<file path="src/logic/bba_pkg.sv">
package bba_pkg;
    localparam logic [15:0] SADDR_LO = 16'hfe20;
    localparam logic [15:0] SADDR_HI = 16'hff1f;
    localparam logic [7:0] ADJ_HI = 8'h60;
    localparam logic [7:0] ADJ_LO = 8'h06;
    localparam logic [7:0] ADJ_BOTH = 8'h66;
    localparam int PSW_CY = 0;
    localparam int PSW_AC = 4;
    localparam int PSW_Z = 6;
    localparam logic [7:0] PSW_RST = 8'h00;
    localparam logic [7:0] REG_RST = 8'h00;

    typedef enum logic [2:0] {
        BBA_NOP = 3'b000,
        BBA_ADJ = 3'b001,
        BBA_MOV_TO_CY = 3'b010,
        BBA_MOV_FROM_CY = 3'b011,
        BBA_AND = 3'b100,
        BBA_OR = 3'b101
    } bba_op_e;

    typedef enum logic [2:0] {
        BBA_SRC_SADDR = 3'b000,
        BBA_SRC_SFR = 3'b001,
        BBA_SRC_A = 3'b010,
        BBA_SRC_X = 3'b011,
        BBA_SRC_PSW = 3'b100
    } bba_src_e;

    typedef struct packed {
        bba_op_e op;
        bba_src_e src;
        logic invert;
        logic [2:0] bit_idx;
        logic [15:0] saddr;
    } bba_cmd_s;

    typedef struct packed {
        logic valid;
        logic [15:0] addr;
        logic [7:0] data;
    } bba_mem_wr_s;
endpackage

</file>
<file path="src/logic/bba_unit.sv">
`timescale 1ns/1ps
module bba_unit (
    input wire logic ref_clk,
    input wire logic sys_rst,
    input wire logic cmd_valid,
    input wire bba_pkg::bba_cmd_s cmd,
    input wire logic [7:0] saddr_rdata,
    input wire logic [7:0] sfr_rdata,
    output bba_pkg::bba_mem_wr_s saddr_wr,
    output bba_pkg::bba_mem_wr_s sfr_wr,
    output logic [7:0] acc,
    output logic [7:0] reg_x,
    output logic [7:0] program_status_word,
    output logic saddr_range_err
);
    import bba_pkg::*;

    function automatic logic [7:0] put_bit(input logic [7:0] v, input logic [2:0] i,
                                           input logic b);
        logic [7:0] r;
        r = v;
        r[i] = b;
        return r;
    endfunction

    wire logic cy = program_status_word[PSW_CY];
    wire logic go = cmd_valid;
    wire logic saddr_ok = (cmd.saddr >= SADDR_LO) && (cmd.saddr <= SADDR_HI);
    // Out of range short address: operation other than adjust dropped, flag raised
    wire logic src_bad = (cmd.src == BBA_SRC_SADDR) && !saddr_ok;

    // Source byte; PROGRAM_STATUS_WORD carries Z at bit 6 so Z is read directly
    wire logic [7:0] src_byte = (cmd.src == BBA_SRC_SADDR) ? saddr_rdata :
                                (cmd.src == BBA_SRC_SFR) ? sfr_rdata :
                                (cmd.src == BBA_SRC_A) ? acc :
                                (cmd.src == BBA_SRC_X) ? reg_x : program_status_word;
    wire logic sel_bit = src_byte[cmd.bit_idx];
    wire logic opnd = sel_bit ^ cmd.invert;

    wire logic [7:0] adj_val = program_status_word[PSW_AC] ? (cy ? ADJ_BOTH : ADJ_LO) :
                               (cy ? ADJ_HI : 8'h00);
    wire logic [7:0] adj_res = acc - adj_val;
    // Carry keeps its previous value through the adjust; borrow out is not used
    wire logic adj_cy = cy;
    wire logic adj_ac = program_status_word[PSW_AC] && (acc[3:0] < adj_val[3:0]);

    wire logic is_adj = go && cmd.op == BBA_ADJ;
    wire logic is_to = go && !src_bad && cmd.op == BBA_MOV_TO_CY;
    wire logic is_from = go && !src_bad && cmd.op == BBA_MOV_FROM_CY;
    wire logic is_and = go && !src_bad && cmd.op == BBA_AND;
    wire logic is_or = go && !src_bad && cmd.op == BBA_OR;

    wire logic next_cy = is_to ? sel_bit :
                         is_and ? (cy & opnd) :
                         is_or ? (cy | opnd) :
                         is_adj ? adj_cy : cy;
    wire logic [7:0] put_val = put_bit(src_byte, cmd.bit_idx, cy);
    wire logic wr_a = is_from && cmd.src == BBA_SRC_A;
    wire logic wr_x = is_from && cmd.src == BBA_SRC_X;
    wire logic wr_psw = is_from && cmd.src == BBA_SRC_PSW;

    wire logic [7:0] next_psw_adj = put_bit(put_bit(put_bit(program_status_word, 3'(PSW_Z), adj_res == 8'h00),
                                    3'(PSW_AC), adj_ac), 3'(PSW_CY), adj_cy);
    // Only carry moves for AND, OR, move to carry
    wire logic [7:0] next_psw = wr_psw ? put_val :
                                is_adj ? next_psw_adj :
                                put_bit(program_status_word, 3'(PSW_CY), next_cy);

    wire logic [7:0] next_acc = is_adj ? adj_res : (wr_a ? put_val : acc);
    wire logic [7:0] next_x = wr_x ? put_val : reg_x;
    // Whole byte goes back; caller must forward it to later reads
    wire bba_mem_wr_s next_saddr_wr = '{valid: is_from && cmd.src == BBA_SRC_SADDR,
                                        addr: cmd.saddr, data: put_val};
    wire bba_mem_wr_s next_sfr_wr = '{valid: is_from && cmd.src == BBA_SRC_SFR,
                                      addr: cmd.saddr, data: put_val};
    wire logic next_range_err = go && src_bad && cmd.op != BBA_ADJ;

    always_ff @(posedge ref_clk or posedge sys_rst) begin
        if (sys_rst) begin
            program_status_word <= PSW_RST;
        end else begin
            program_status_word <= next_psw;
        end
    end

    always_ff @(posedge ref_clk or posedge sys_rst) begin
        if (sys_rst) begin
            acc <= REG_RST;
        end else begin
            acc <= next_acc;
        end
    end

    always_ff @(posedge ref_clk or posedge sys_rst) begin
        if (sys_rst) begin
            reg_x <= REG_RST;
        end else begin
            reg_x <= next_x;
        end
    end

    // Write strobes are one cycle pulses, never held
    always_ff @(posedge ref_clk or posedge sys_rst) begin
        if (sys_rst) begin
            saddr_wr <= '0;
        end else begin
            saddr_wr <= next_saddr_wr;
        end
    end

    always_ff @(posedge ref_clk or posedge sys_rst) begin
        if (sys_rst) begin
            sfr_wr <= '0;
        end else begin
            sfr_wr <= next_sfr_wr;
        end
    end

    always_ff @(posedge ref_clk or posedge sys_rst) begin
        if (sys_rst) begin
            saddr_range_err <= 1'b0;
        end else begin
            saddr_range_err <= next_range_err;
        end
    end
endmodule // bba_unit

</file>
<file path="config.mk">
export PLATFORM = sky130hd
export DESIGN_NAME = bba_unit
export DESIGN_NICKNAME = d
export VERILOG_FILES = /design/src/logic/bba_pkg.sv /design/src/logic/bba_unit.sv
export SDC_FILE = /design/constraint.sdc
export NUM_CORES = 1
export LEC_CHECK = 0
export ABC_CLOCK_PERIOD_IN_PS = 4080
export BUFFER_PORTS_ARGS = -buffer_cell sky130_fd_sc_hd__buf_4
export CORE_MARGIN = 2
export CORE_UTILIZATION = 47
export DETAILED_ROUTE_END_ITERATION = 16
export PLACE_DENSITY = 0.78
export SETUP_SLACK_MARGIN = 0.4
export SKIP_CTS_REPAIR_TIMING = 1
export SYNTH_ARGS = -nofsm -noshare
export SYNTH_HDL_FRONTEND = slang
export SYNTH_SLANG_ARGS = --single-unit
</file>
<file path="constraint.sdc">
create_clock -name ref_clk -period 4.08 [get_ports ref_clk]
set_clock_uncertainty 0.05 [all_clocks]
set_input_delay 0.204 -clock ref_clk [delete_from_list [all_inputs] [get_ports ref_clk]]
set_output_delay 0.204 -clock ref_clk [all_outputs]
set_load 0.02 [all_outputs]
</file>
# Word-level counts from Yosys, hierarchy flattened
# Cells that the tools add are included.
# word_totals
reg_bits	51
inputBits	45
# classes
addsub	1
eq_ne	11
order_cmp	5
reduce_logical	25
n_bitwise	3
muxes	19
# ops
op	count
8-bit 2-to-1 mux	7
7-bit 2-to-1 mux	4
1-bit logical AND	17
16-bit >= comparator (second input constant)	1
16-bit <= comparator (second input constant)	1
3-bit by 2-bit == test with 1-bit output (second input constant)	4
3-bit == test (second input constant)	3
8-bit bitwise mux	1
8-bit logical NOT	1
8-bit by 7-bit subtractor with 8-bit output	1
3-bit by 1-bit == test with 1-bit output (second input constant)	2
1-bit 2-to-1 mux	5
3-bit by 4-bit < comparator with 1-bit output (second input constant)	1
4-bit < comparator	1
2-bit nonzero test	2
4-bit nonzero test	1
1-bit binary-select mux with 3-bit select	1
1-bit demux with 3-bit select	1
3-bit by 1-bit >= comparator with 1-bit output (second input constant)	1
3-bit logical NOT	1
3-bit by 1-bit != test with 1-bit output (second input constant)	1
1-bit logical NOT	2
2-bit by 1-bit != test with 1-bit output (second input constant)	1
2-bit AND reduction	1
other kinds (3)	3

# Logic depth before layout (Yosys ltp)
# Gate-level depths: netlist of the first run.
# depth
word_depth	14
depth_mapped	9
ltp_nobuf	9

# Worst setup path before layout of the first run
# OpenSTA, ideal clock, no wires.
# synth_path
kind	register -> register
startpoint	register program_status_word[4]
endpoint	register acc[7]
arrival_time_ps	2200
setup_time_ps	126
slack_ps	1704
stages_incl_launch_ff	9
t_required_ps	3904
period_less_slack_ps	2376
path_cell_list	dfrtp_1 > ha_1 > fa_1 > or3b_2 > a21o_1 > a21oi_1 > xnor2_1 > nor2_1 > a221o_1
# synth_via
elab_chain_len	3
# synth_lines
item	line_no	text
start: declaration	bba_unit.sv:13	output logic [7:0] program_status_word,
start signal: assignment	bba_unit.sv:82	program_status_word <= next_psw;
7-bit 2-to-1 mux	bba_unit.sv:40	wire logic [7:0] adj_val = program_status_word[PSW_AC] ? (cy ? ADJ_BOTH : ADJ_LO) :
8-bit by 7-bit subtractor with 8-bit output	bba_unit.sv:42	wire logic [7:0] adj_res = acc - adj_val;
8-bit 2-to-1 mux	bba_unit.sv:69	wire logic [7:0] next_acc = is_adj ? adj_res : (wr_a ? put_val : acc);
end signal: assignment	bba_unit.sv:90	acc <= next_acc;
end: declaration	bba_unit.sv:11	output logic [7:0] acc,
# Every way passes these cells.
# A chain may end at the register's enable or synchronous reset.

# Worst setup path in the final report of the first run
# layout_path
startpoint	register acc[1]
endpoint	register acc[7]
# layout_via
elab_chain_len	2
# layout_lines
item	line_no
8-bit by 7-bit subtractor with 8-bit output	bba_unit.sv:42
8-bit 2-to-1 mux	bba_unit.sv:69
# Every way passes these cells.

==> results_tabular.tex, run 1 <==
\begin{tabular}{lr}
\hline
Metric & Value \\
\hline
\multicolumn{2}{l}{\textbf{Timing}} \\
Remaining max-slew budget at the tightest pin & 29.4\% \\
Clock period minus final worst setup slack & 2.39 ns \\
Summed negative setup slack over all endpoints & 0 ns \\
Setup repair after global routing missed its margin & no \\
Max Clock Freq & 0.418 GHz \\
Pins Over Slew Limit & 0 \\
PnR worst setup slack & 1.69 ns \\
Transition at the pin with the smallest max-transition slack & 1.06 ns \\
Final count of negative-setup-slack endpoints & 0 \\
Period utilisation layout & 58.6\% \\
Number of failing hold endpoints at the final stage & 0 \\
Final worst hold slack & 0.110 ns \\
\multicolumn{2}{l}{\textbf{Clock network}} \\
CTS clk-pin slew, worst paths & 0.09 ns \\
Worst-case clock buffer depth & 2 \\
Clock sink count & 51 \\
Clock tree from TritonCTS & done \\
Root Driver & clkbuf\_8 \\
Source-to-sink clock delay at the later pin of the worst-skew pair & 0.31 ns \\
CTS H-tree depth & 2 \\
Total clock buffers created by CTS & 5 \\
\multicolumn{2}{l}{\textbf{Floorplan}} \\
Boundary Pins & 120 \\
Core box area & 5920 µm² \\
Overall die area & 6800 µm² \\
Overall die width & 82.5 µm \\
Initial Utilization & 48.9\% \\
Die Height & 82.5 µm \\
Number of core rows & 28 \\
\multicolumn{2}{l}{\textbf{Placed design}} \\
Post-detail-place hpwl & 5520 µm \\
Buffers on Ports & 119 \\
Placer Congestion & 0.859 \\
Place WS & 1.72 ns \\
Post-Place Cells & 433 \\
Cell Area, Placed & 3600 µm² \\
\multicolumn{2}{l}{\textbf{Yosys}} \\
Mapped Nets & 328 \\
Leading post-synthesis cells by cell area & dfrtp\_1 44\%, buf\_4 7.0\%, mux2\_2 4.3\%, mux2i\_1 3.5\%, nand2\_1 3.2\% \\
Number of register bits inferred by synthesis & 51 \\
Number of synthesized flops with an enable pin & 0 \\
Area share of the leading cell type in the synthesized netlist & 44.1\% \\
Sequential share of the synthesized area & 44.1\% \\
Post-Synthesis Mean Instance Area & 10.4 µm² \\
Share of flip-flops with an asynchronous set or reset & 100\% \\
Yosys cell types & 59 \\
Syn Inst Count & 278 \\
Count of yosys warnings during synthesis & 0 \\
Netlist Area Pre-Place & 2890 µm² \\
Commonest register cell after synthesis & dfrtp\_1 \\
Biggest area consumer among synthesized cells & dfrtp\_1 \\
\multicolumn{2}{l}{\textbf{Worst setup path}} \\
Critical path cell sequence & inv\_1 > ha\_1 > fa\_1 > or3b\_2 > a21o\_1 > a21oi\_1 > xnor2\_1 > nor2\_1 > a221o\_1 \\
Crit end category & register \\
Data required, critical path & 4.23 ns \\
Standard cell with the maximum stage delay on the critical path & or3b\_2 \\
Worst-path fanout max & 4 \\
Crit Path Category & register to register \\
Depth of the worst register-to-register path & 9 \\
Worst R2R End & acc[7] \\
Flop-to-flop setup slack & 1.69 ns \\
Crit start category & register \\
Delay of the slowest cell on the worst path & 0.49 ns \\
Reg-to-Reg Start & acc[1] \\
Capturing instance or port of the critical path & acc[7] \\
Critical Path Source & acc[1] \\
CP Data Arrival Time & 2.54 ns \\
\multicolumn{2}{l}{\textbf{Layout}} \\
Layout Utilization & 65.4\% \\
Share of final-layout standard cells stronger than drive strength 1 & 38.5\% \\
Post-route design area & 3870 µm² \\
Antenna diode count & 0 \\
Layout Nets & 431 \\
Synthesis-to-layout area growth & 33.7\% \\
Post-layout instance count excluding filler cells & 457 \\
Most frequent standard cell in the layout excluding fill and tap cells & buf\_4 \\
Most frequent cells in the layout & 119 x buf\_4, 51 x dfrtp\_1, 25 x nand2\_1 \\
\multicolumn{2}{l}{\textbf{Global routing}} \\
Global-route usage over all layers & 22.9\% \\
Total congestion overflow after global routing & 0 \\
Antenna violations before repair & 0 \\
Via count of the first global-routing pass & 2339 \\
Wire length of the first global-routing pass & 11700 µm \\
Pin count of the biggest net entering global routing & 52 \\
\multicolumn{2}{l}{\textbf{Routing}} \\
Detailed-route wire length & 7900 µm \\
Total number of vias & 2520 \\
Initial DRC Count & 188 \\
Count of TritonRoute iterations in the first routing pass & 4 \\
Number of nets with antenna violations after routing & 0 \\
DRC violation count after routing & 0 \\
Final routed wire length divided by cell count & 17.3 µm \\
Drt via density & 5.51 \\
\multicolumn{2}{l}{\textbf{Hold path}} \\
Class of the tightest hold or removal check & input pin to asynchronous set/reset pin \\
\multicolumn{2}{l}{\textbf{Power and ir drop}} \\
Pwr/cell area & 491 nW/µm² \\
Leakage & 1.86 nW \\
Peak supply drop & 306 µV \\
Post-route total power & 1.90 mW \\
\multicolumn{2}{l}{\textbf{Run status}} \\
Result of the run & completed \\
\multicolumn{2}{l}{\textbf{Job}} \\
Number of max-cap violations & 0 \\
\hline
\end{tabular}
-- critical path: cells and delay by family, from the launching register on --
family / cells / cell delay, ns
adder cells (fa/ha/maj): 2 / 0.43
XOR/XNOR: 1 / 0.16
AND/OR/NAND/NOR: 2 / 0.55
flip-flops: 1 / 0.42
buffers and inverters: 1 / 0.07
AO/OA/AOI/OAI: 3 / 0.61
-- cell usage after synthesis, drive strengths merged, types with 3 or more instances --
| master | instances |
|---|---|
| dfrtp | 51 |
| buf | 38 |
| nand2 | 25 |
| nor2 | 16 |
| o21ai | 13 |
| inv | 11 |
| mux2 | 11 |
| mux2i | 10 |
| nor2b | 8 |
| a21oi | 7 |
| o211ai | 7 |
| nand2b | 6 |
| nand3 | 6 |
| nor3 | 6 |
| a221oi | 4 |
| ha | 4 |
| nor3b | 4 |
| a211oi | 3 |
| mux4 | 3 |
| nor4b | 3 |
| xnor2 | 3 |
-- metal layers --
layer / track usage, % / routed length [µm]
met1: 28.5 / 3090
met2: 39.1 / 3870
met3: 5.11 / 770
met4: 8.17 / 167
met5: 0 / 0
-- cell families after synthesis --
group / after synthesis / share of synthesized area (%)
AND/OR/NAND/NOR: 87 / 16.1
AO/OA/AOI/OAI: 55 / 13.9
flip-flops: 51 / 44.1
buffers and inverters: 50 / 11.2
multiplexers: 24 / 10.3
adder cells (fa/ha/maj): 6 / 2.77
XOR/XNOR: 5 / 1.51
-- state kept, by name, indices dropped and copies added (netlist names) --
| signal | cells |
|---|---|
| saddr_range_err | 1 |
| reg_x | 8 |
| saddr_wr | 9 |
| program_status_word | 8 |
| acc | 8 |
| sfr_wr | 17 |
-- worst min path at each step --
stage | to | slack (ns) | startpoint
2_1_floorplan | sfr_wr[10] | 0.19 | cmd[2]
5_1_grt | saddr_range_err | 0.17 | cmd_valid
3_3_place_gp | sfr_wr[8] | 0.26 | cmd[0]
6_report | sfr_wr[19] | 0.11 | sys_rst
3_5_place_dp | sfr_wr[12] | 0.27 | cmd[4]
4_1_cts | sfr_wr[8] | -0.06 | cmd[0]
-- report_power, final --
group          internal, mW  switching (mW)
clock network         0.183           0.172
logic                 0.387           0.467
registers             0.592          0.0971
-- layout make-up --
type / instances / area, µm²
Fill cell: 508 / 2050
Multi-Input combinational cell: 177 / 1290
Sequential cell: 51 / 1280
Timing Repair Buffer: 135 / 1050
Tap cell: 75 / 93.8
Clock buffer: 5 / 68.8
Clock inverter: 3 / 43.8
Inverter: 11 / 41.3
(Power assumes the default switching activity.)
==> inputs of run 2 (changes only) <==
- ABC_CLOCK_PERIOD_IN_PS: 4080 -> 2300
- clock period: 4.08 -> 2.3 ns (I/O delays scaled with it)
==> results_tabular.tex, run 2 (synthesis gave the netlist of run 1 again) <==
\begin{tabular}{lr}
\hline
Metric & Value \\
\hline
\multicolumn{2}{l}{\textbf{Run status}} \\
Result of the run & completed \\
\multicolumn{2}{l}{\textbf{Worst setup path}} \\
Critical path cell sequence & inv\_2 > ha\_4 > fa\_2 > or3b\_4 > a21o\_1 > a21oi\_2 > xnor2\_2 > nor2\_1 > a221o\_1 \\
Crit path buffers/inverters & 1 \\
CP Data Arrival Time & 2.38 ns \\
Crit end category & register \\
Crit start category & register \\
Data required, critical path & 2.45 ns \\
Delay of the slowest cell on the worst path & 0.44 ns \\
Flop-to-flop setup slack & 0.07 ns \\
Largest delay contributor family on the critical path & compound AO/OA/AOI/OAI gates \\
Worst-path fanout max & 4 \\
Standard cell with the maximum stage delay on the critical path & dfrtp\_2 \\
Crit Path Category & register to register \\
\multicolumn{2}{l}{\textbf{Floorplan}} \\
Number of core rows & 28 \\
Core box area & 5920 µm² \\
Die Height & 82.5 µm \\
Initial Utilization & 48.9\% \\
Boundary Pins & 120 \\
Overall die width & 82.5 µm \\
Overall die area & 6800 µm² \\
\multicolumn{2}{l}{\textbf{Placed design}} \\
Post-detail-place hpwl & 5710 µm \\
Buffers on Ports & 119 \\
Placer Congestion & 0.844 \\
Post-Place Cells & 436 \\
\multicolumn{2}{l}{\textbf{Routing}} \\
Drt via density & 5.55 \\
Number of nets with antenna violations after routing & 0 \\
DRC violation count after routing & 0 \\
Total number of vias & 2608 \\
Count of TritonRoute iterations in the first routing pass & 4 \\
Initial DRC Count & 121 \\
Detailed-route wire length & 7980 µm \\
Final routed wire length divided by cell count & 17.0 µm \\
\multicolumn{2}{l}{\textbf{Job}} \\
Number of max-cap violations & 0 \\
\multicolumn{2}{l}{\textbf{Layout}} \\
Layout Utilization & 68.6\% \\
Regs by FF count & sfr\_wr (17), saddr\_wr (9) \\
Share of final-layout standard cells stronger than drive strength 1 & 44.1\% \\
Layout Nets & 445 \\
Top register by number of flip-flops & sfr\_wr \\
Synthesis-to-layout area growth & 40.3\% \\
Most frequent standard cell in the layout excluding fill and tap cells & buf\_4 \\
Fill cell total of the finished layout & 450 \\
Number of flip-flops under the largest register name & 17 \\
Most frequent cells in the layout & 131 x buf\_4, 47 x dfrtp\_1, 25 x nand2\_1 \\
Post-layout instance count excluding filler cells & 470 \\
Antenna diode count & 0 \\
\multicolumn{2}{l}{\textbf{Timing}} \\
Clock period minus final worst setup slack & 2.23 ns \\
Final count of negative-setup-slack endpoints & 0 \\
Remaining max-slew budget at the tightest pin & 60.2\% \\
Setup repair after global routing missed its margin & yes \\
Period utilisation layout & 97.2\% \\
Number of failing hold endpoints at the final stage & 0 \\
Final worst hold slack & 0.0643 ns \\
Pins Over Slew Limit & 0 \\
Max Clock Freq & 0.447 GHz \\
Transition at the pin with the smallest max-transition slack & 0.590 ns \\
\multicolumn{2}{l}{\textbf{Power and ir drop}} \\
Pwr/cell area & 923 nW/µm² \\
Peak supply drop & 607 µV \\
Leakage & 1.93 nW \\
\multicolumn{2}{l}{\textbf{Clock network}} \\
Total clock buffers created by CTS & 5 \\
Worst-case clock buffer depth & 2 \\
Source-to-sink clock delay at the later pin of the worst-skew pair & 0.31 ns \\
Root Driver & clkbuf\_8 \\
CTS clk-pin slew, worst paths & 0.09 ns \\
CTS H-tree depth & 2 \\
Clock tree from TritonCTS & done \\
Clock sink count & 51 \\
\multicolumn{2}{l}{\textbf{Global routing}} \\
Pin count of the biggest net entering global routing & 30 \\
Antenna violations before repair & 0 \\
Global-route usage over all layers & 22.1\% \\
Via count of the first global-routing pass & 2296 \\
Wire length of the first global-routing pass & 11200 µm \\
Total congestion overflow after global routing & 0 \\
\multicolumn{2}{l}{\textbf{Hold path}} \\
Class of the tightest hold or removal check & input pin to register \\
\hline
\end{tabular}
[run 2: power by group]
group          internal, mW  switching, mW  total (mW)
logic                 0.948          0.939        1.89
registers              1.06          0.183        1.24
clock network         0.318          0.301       0.619
[run 2: area by class of cell]
type,instances,area (µm²),share of cell area [%]
clock buffers,5,68.8,1.69
clock inverters,2,37.5,0.925
inverters,11,43.8,1.08
well taps,75,93.8,2.31
flip-flops and latches,51,1280,31.6
multi-input cells,177,1360,33.5
repair buffers,149,1170,28.9
[run 2: metrics by stage]
step	setup slack [ns]	TNS, ns	power, mW	instance area [µm²]
global route	-0.00983	-0.00983	3.95	4060
finish	0.0652	0	3.75	4060
floorplan	0.129	0	2.27	2920
CTS	0.0484	0	3.42	3770
global placement	0.138	0	2.75	3660
detailed placement	0.0550	0	2.79	3660
[run 2: worst register-to-register path: cells and delay by family (launching register included)]
kind / cells / cell delay (ns)
buf+inv: 1 / 0.07
fa+ha+maj: 2 / 0.33
compound gates: 3 / 0.63
flops: 1 / 0.44
xor+xnor: 1 / 0.15
simple gates: 2 / 0.45
[run 2: metal layers]
metal / wire length, µm / part of all wire, % / GRT usage (%)
met1: 3160 / 40 / 27.9
met2: 3890 / 49 / 35.8
met3: 762 / 9.5 / 5.87
met4: 168 / 2.1 / 9.50
met5: 0 / 0 / 0
[run 2: path summary, 6_finish.rpt]
path | startpoint | end | cells past startpoint
worst max-delay path | acc[1] | acc[7] | 9
worst min-delay path | cmd_valid | saddr_range_err | 2
worst max register to register | acc[1] | acc[7] | 9
worst min register to register | reg_x[0] | reg_x[0] | 1
max in group asynchronous | sys_rst | reg_x[3] | 4
min in group asynchronous | sys_rst | saddr_wr[0] | 3
==> inputs of run 3 (changes only) <==
- ABC_CLOCK_PERIOD_IN_PS: 2300 -> 2800
- CELL_PAD_IN_SITES_DETAIL_PLACEMENT: unset -> 1
- CELL_PAD_IN_SITES_GLOBAL_PLACEMENT: unset -> 1
- CORE_UTILIZATION: 47 -> 39
- PLACE_DENSITY: 0.78 -> 0.86
- clock period: 2.3 -> 2.8 ns (I/O delays scaled with it)
==> results_tabular.tex, run 3 (synthesis gave the netlist of run 1 again) <==
\begin{tabular}{lr}
\hline
Metric & Value \\
\hline
\multicolumn{2}{l}{\textbf{Clock network}} \\
CTS clk-pin slew, worst paths & 0.09 ns \\
Worst-case clock buffer depth & 2 \\
Clock tree from TritonCTS & done \\
CTS H-tree depth & 2 \\
Total clock buffers created by CTS & 5 \\
Clock sink count & 51 \\
Root Driver & clkbuf\_8 \\
Source-to-sink clock delay at the later pin of the worst-skew pair & 0.30 ns \\
\multicolumn{2}{l}{\textbf{Routing}} \\
Total number of vias & 2609 \\
DRC violation count after routing & 0 \\
Detailed-route wire length & 9340 µm \\
Final routed wire length divided by cell count & 19.3 µm \\
Initial DRC Count & 114 \\
Number of nets with antenna violations after routing & 0 \\
Count of TritonRoute iterations in the first routing pass & 4 \\
Drt via density & 5.38 \\
\multicolumn{2}{l}{\textbf{Worst setup path}} \\
CP Data Arrival Time & 2.56 ns \\
Crit start category & register \\
Crit end category & register \\
Data required, critical path & 2.95 ns \\
Standard cell with the maximum stage delay on the critical path & dfrtp\_1 \\
Depth of the worst register-to-register path & 9 \\
Reg-to-Reg Start & acc[1] \\
Worst-path fanout max & 4 \\
Capturing instance or port of the critical path & acc[7] \\
Flop-to-flop setup slack & 0.39 ns \\
Delay of the slowest cell on the worst path & 0.42 ns \\
Crit Path Category & register to register \\
Worst R2R End & acc[7] \\
Critical path cell sequence & inv\_1 > ha\_2 > fa\_2 > or3b\_4 > a21o\_1 > a21oi\_2 > xnor2\_1 > nor2\_1 > a221o\_1 \\
Critical Path Source & acc[1] \\
\multicolumn{2}{l}{\textbf{Timing}} \\
Summed negative setup slack over all endpoints & 0 ns \\
Period utilisation layout & 86.0\% \\
Clock period minus final worst setup slack & 2.41 ns \\
Setup repair after global routing missed its margin & yes \\
Number of failing hold endpoints at the final stage & 0 \\
Transition at the pin with the smallest max-transition slack & 1.10 ns \\
Max Clock Freq & 0.415 GHz \\
Pins Over Slew Limit & 0 \\
Final count of negative-setup-slack endpoints & 0 \\
Remaining max-slew budget at the tightest pin & 26.7\% \\
Final worst hold slack & 0.0621 ns \\
\multicolumn{2}{l}{\textbf{Layout}} \\
Share of final-layout standard cells stronger than drive strength 1 & 39.6\% \\
Regs by FF count & sfr\_wr (17), saddr\_wr (9) \\
Synthesis-to-layout area growth & 36.1\% \\
Top register by number of flip-flops & sfr\_wr \\
Most frequent cells in the layout & 124 x buf\_4, 51 x dfrtp\_1, 25 x nand2\_1 \\
Layout Nets & 436 \\
Antenna diode count & 0 \\
Fill cell total of the finished layout & 820 \\
Number of flip-flops under the largest register name & 17 \\
Most frequent standard cell in the layout excluding fill and tap cells & buf\_4 \\
\multicolumn{2}{l}{\textbf{Floorplan}} \\
Initial Utilization & 40.1\% \\
Boundary Pins & 120 \\
Core box area & 7210 µm² \\
Die Height & 90.1 µm \\
Overall die area & 8130 µm² \\
Overall die width & 90.1 µm \\
Number of core rows & 31 \\
\multicolumn{2}{l}{\textbf{Power and ir drop}} \\
Peak supply drop & 546 µV \\
Leakage & 1.88 nW \\
Proportion of power drawn by flip-flops and latches & 35.1\% \\
Clock power frac & 17.3\% \\
Net Sw Frac & 39.1\% \\
Pwr/cell area & 736 nW/µm² \\
Part of the total power dissipated in combinational logic & 47.6\% \\
Switching component of the power & 1.14 mW \\
Cell internal power dissipation & 1.77 mW \\
\multicolumn{2}{l}{\textbf{Global routing}} \\
Pin count of the biggest net entering global routing & 52 \\
Via count of the first global-routing pass & 2792 \\
Global-route usage over all layers & 22.4\% \\
Total congestion overflow after global routing & 0 \\
Wire length of the first global-routing pass & 14600 µm \\
Antenna violations before repair & 0 \\
\multicolumn{2}{l}{\textbf{Job}} \\
Number of max-cap violations & 0 \\
\multicolumn{2}{l}{\textbf{Hold path}} \\
Class of the tightest hold or removal check & input pin to asynchronous set/reset pin \\
\multicolumn{2}{l}{\textbf{Placed design}} \\
Post-detail-place hpwl & 6620 µm \\
Buffers on Ports & 119 \\
Placer Congestion & 0.821 \\
\multicolumn{2}{l}{\textbf{Run status}} \\
Result of the run & completed \\
\hline
\end{tabular}
[run 3: cell count changes in the layout (fill, tap and decap cells not counted), sizes merged]
cell         previous run  this run
clkbuf                  5         6
clkinvlp                1         0
dlygate4sd3            17        16
buf                   132       124
[run 3: layer usage]
layer	global-route usage, %	vias up	wire (µm)
met2	38.5	104	4860
met3	5.95	14	588
met1	27.6	1299	3730
met4	6.79	0	159
li1	-	1192	-
met5	0	-	0
[run 3: area by class of cell]
| type | count | area (µm²) | share of cell area (%) |
|---|---|---|---|
| Clock buffer | 6 | 72.6 | 1.84 |
| Timing Repair Buffer | 140 | 1090 | 27.7 |
| Clock inverter | 1 | 30.0 | 0.762 |
| Inverter | 11 | 41.3 | 1.05 |
| Multi-Input combinational cell | 177 | 1300 | 33.1 |
| Sequential cell | 51 | 1280 | 32.4 |
| Tap cell | 99 | 124 | 3.14 |
[run 3: power groups by stage]
stage	Sequential [mW]	Combinational [mW]	Clock (mW)
after floorplan	1.14	0.657	0
after global placement	1.01	1.19	0
after detailed placement	1.02	1.23	0
after CTS	1.01	1.24	0.517
after global routing	1.04	1.49	0.541
final	1.02	1.38	0.502
[run 3: worst min-delay path by stage]
stage | slack, ns | startpoint | to
6_report | 0.06 | sys_rst | sfr_wr[8]
5_1_grt | 0.09 | cmd_valid | saddr_range_err
3_5_place_dp | 0.20 | cmd[3] | sfr_wr[11]
3_3_place_gp | 0.20 | cmd[3] | sfr_wr[11]
2_1_floorplan | 0.12 | cmd[2] | sfr_wr[10]
4_1_cts | -0.12 | cmd[3] | sfr_wr[11]
[run 3: worst max-delay path: cells and delay by family (launching register included)]
kind,cells,cell delay (ns)
compound gates,3,0.58
xor+xnor,1,0.17
flops,1,0.42
simple gates,2,0.47
buf+inv,1,0.10
fa+ha+maj,2,0.50
[run 3: metrics by stage]
stage | total power, mW | util (%) | cells | worst slack, ns | instance area (µm²)
floorplan | 1.80 | - | 278 | 0.424 | 2890
global placement | 2.21 | 50.4 | 458 | 0.465 | 3630
detailed placement | 2.25 | 50.4 | 458 | 0.365 | 3630
CTS | 2.77 | 51.8 | 465 | 0.315 | 3740
global route | 3.07 | 54.6 | 485 | 0.302 | 3940
finish | 2.90 | 54.6 | 485 | 0.392 | 3940
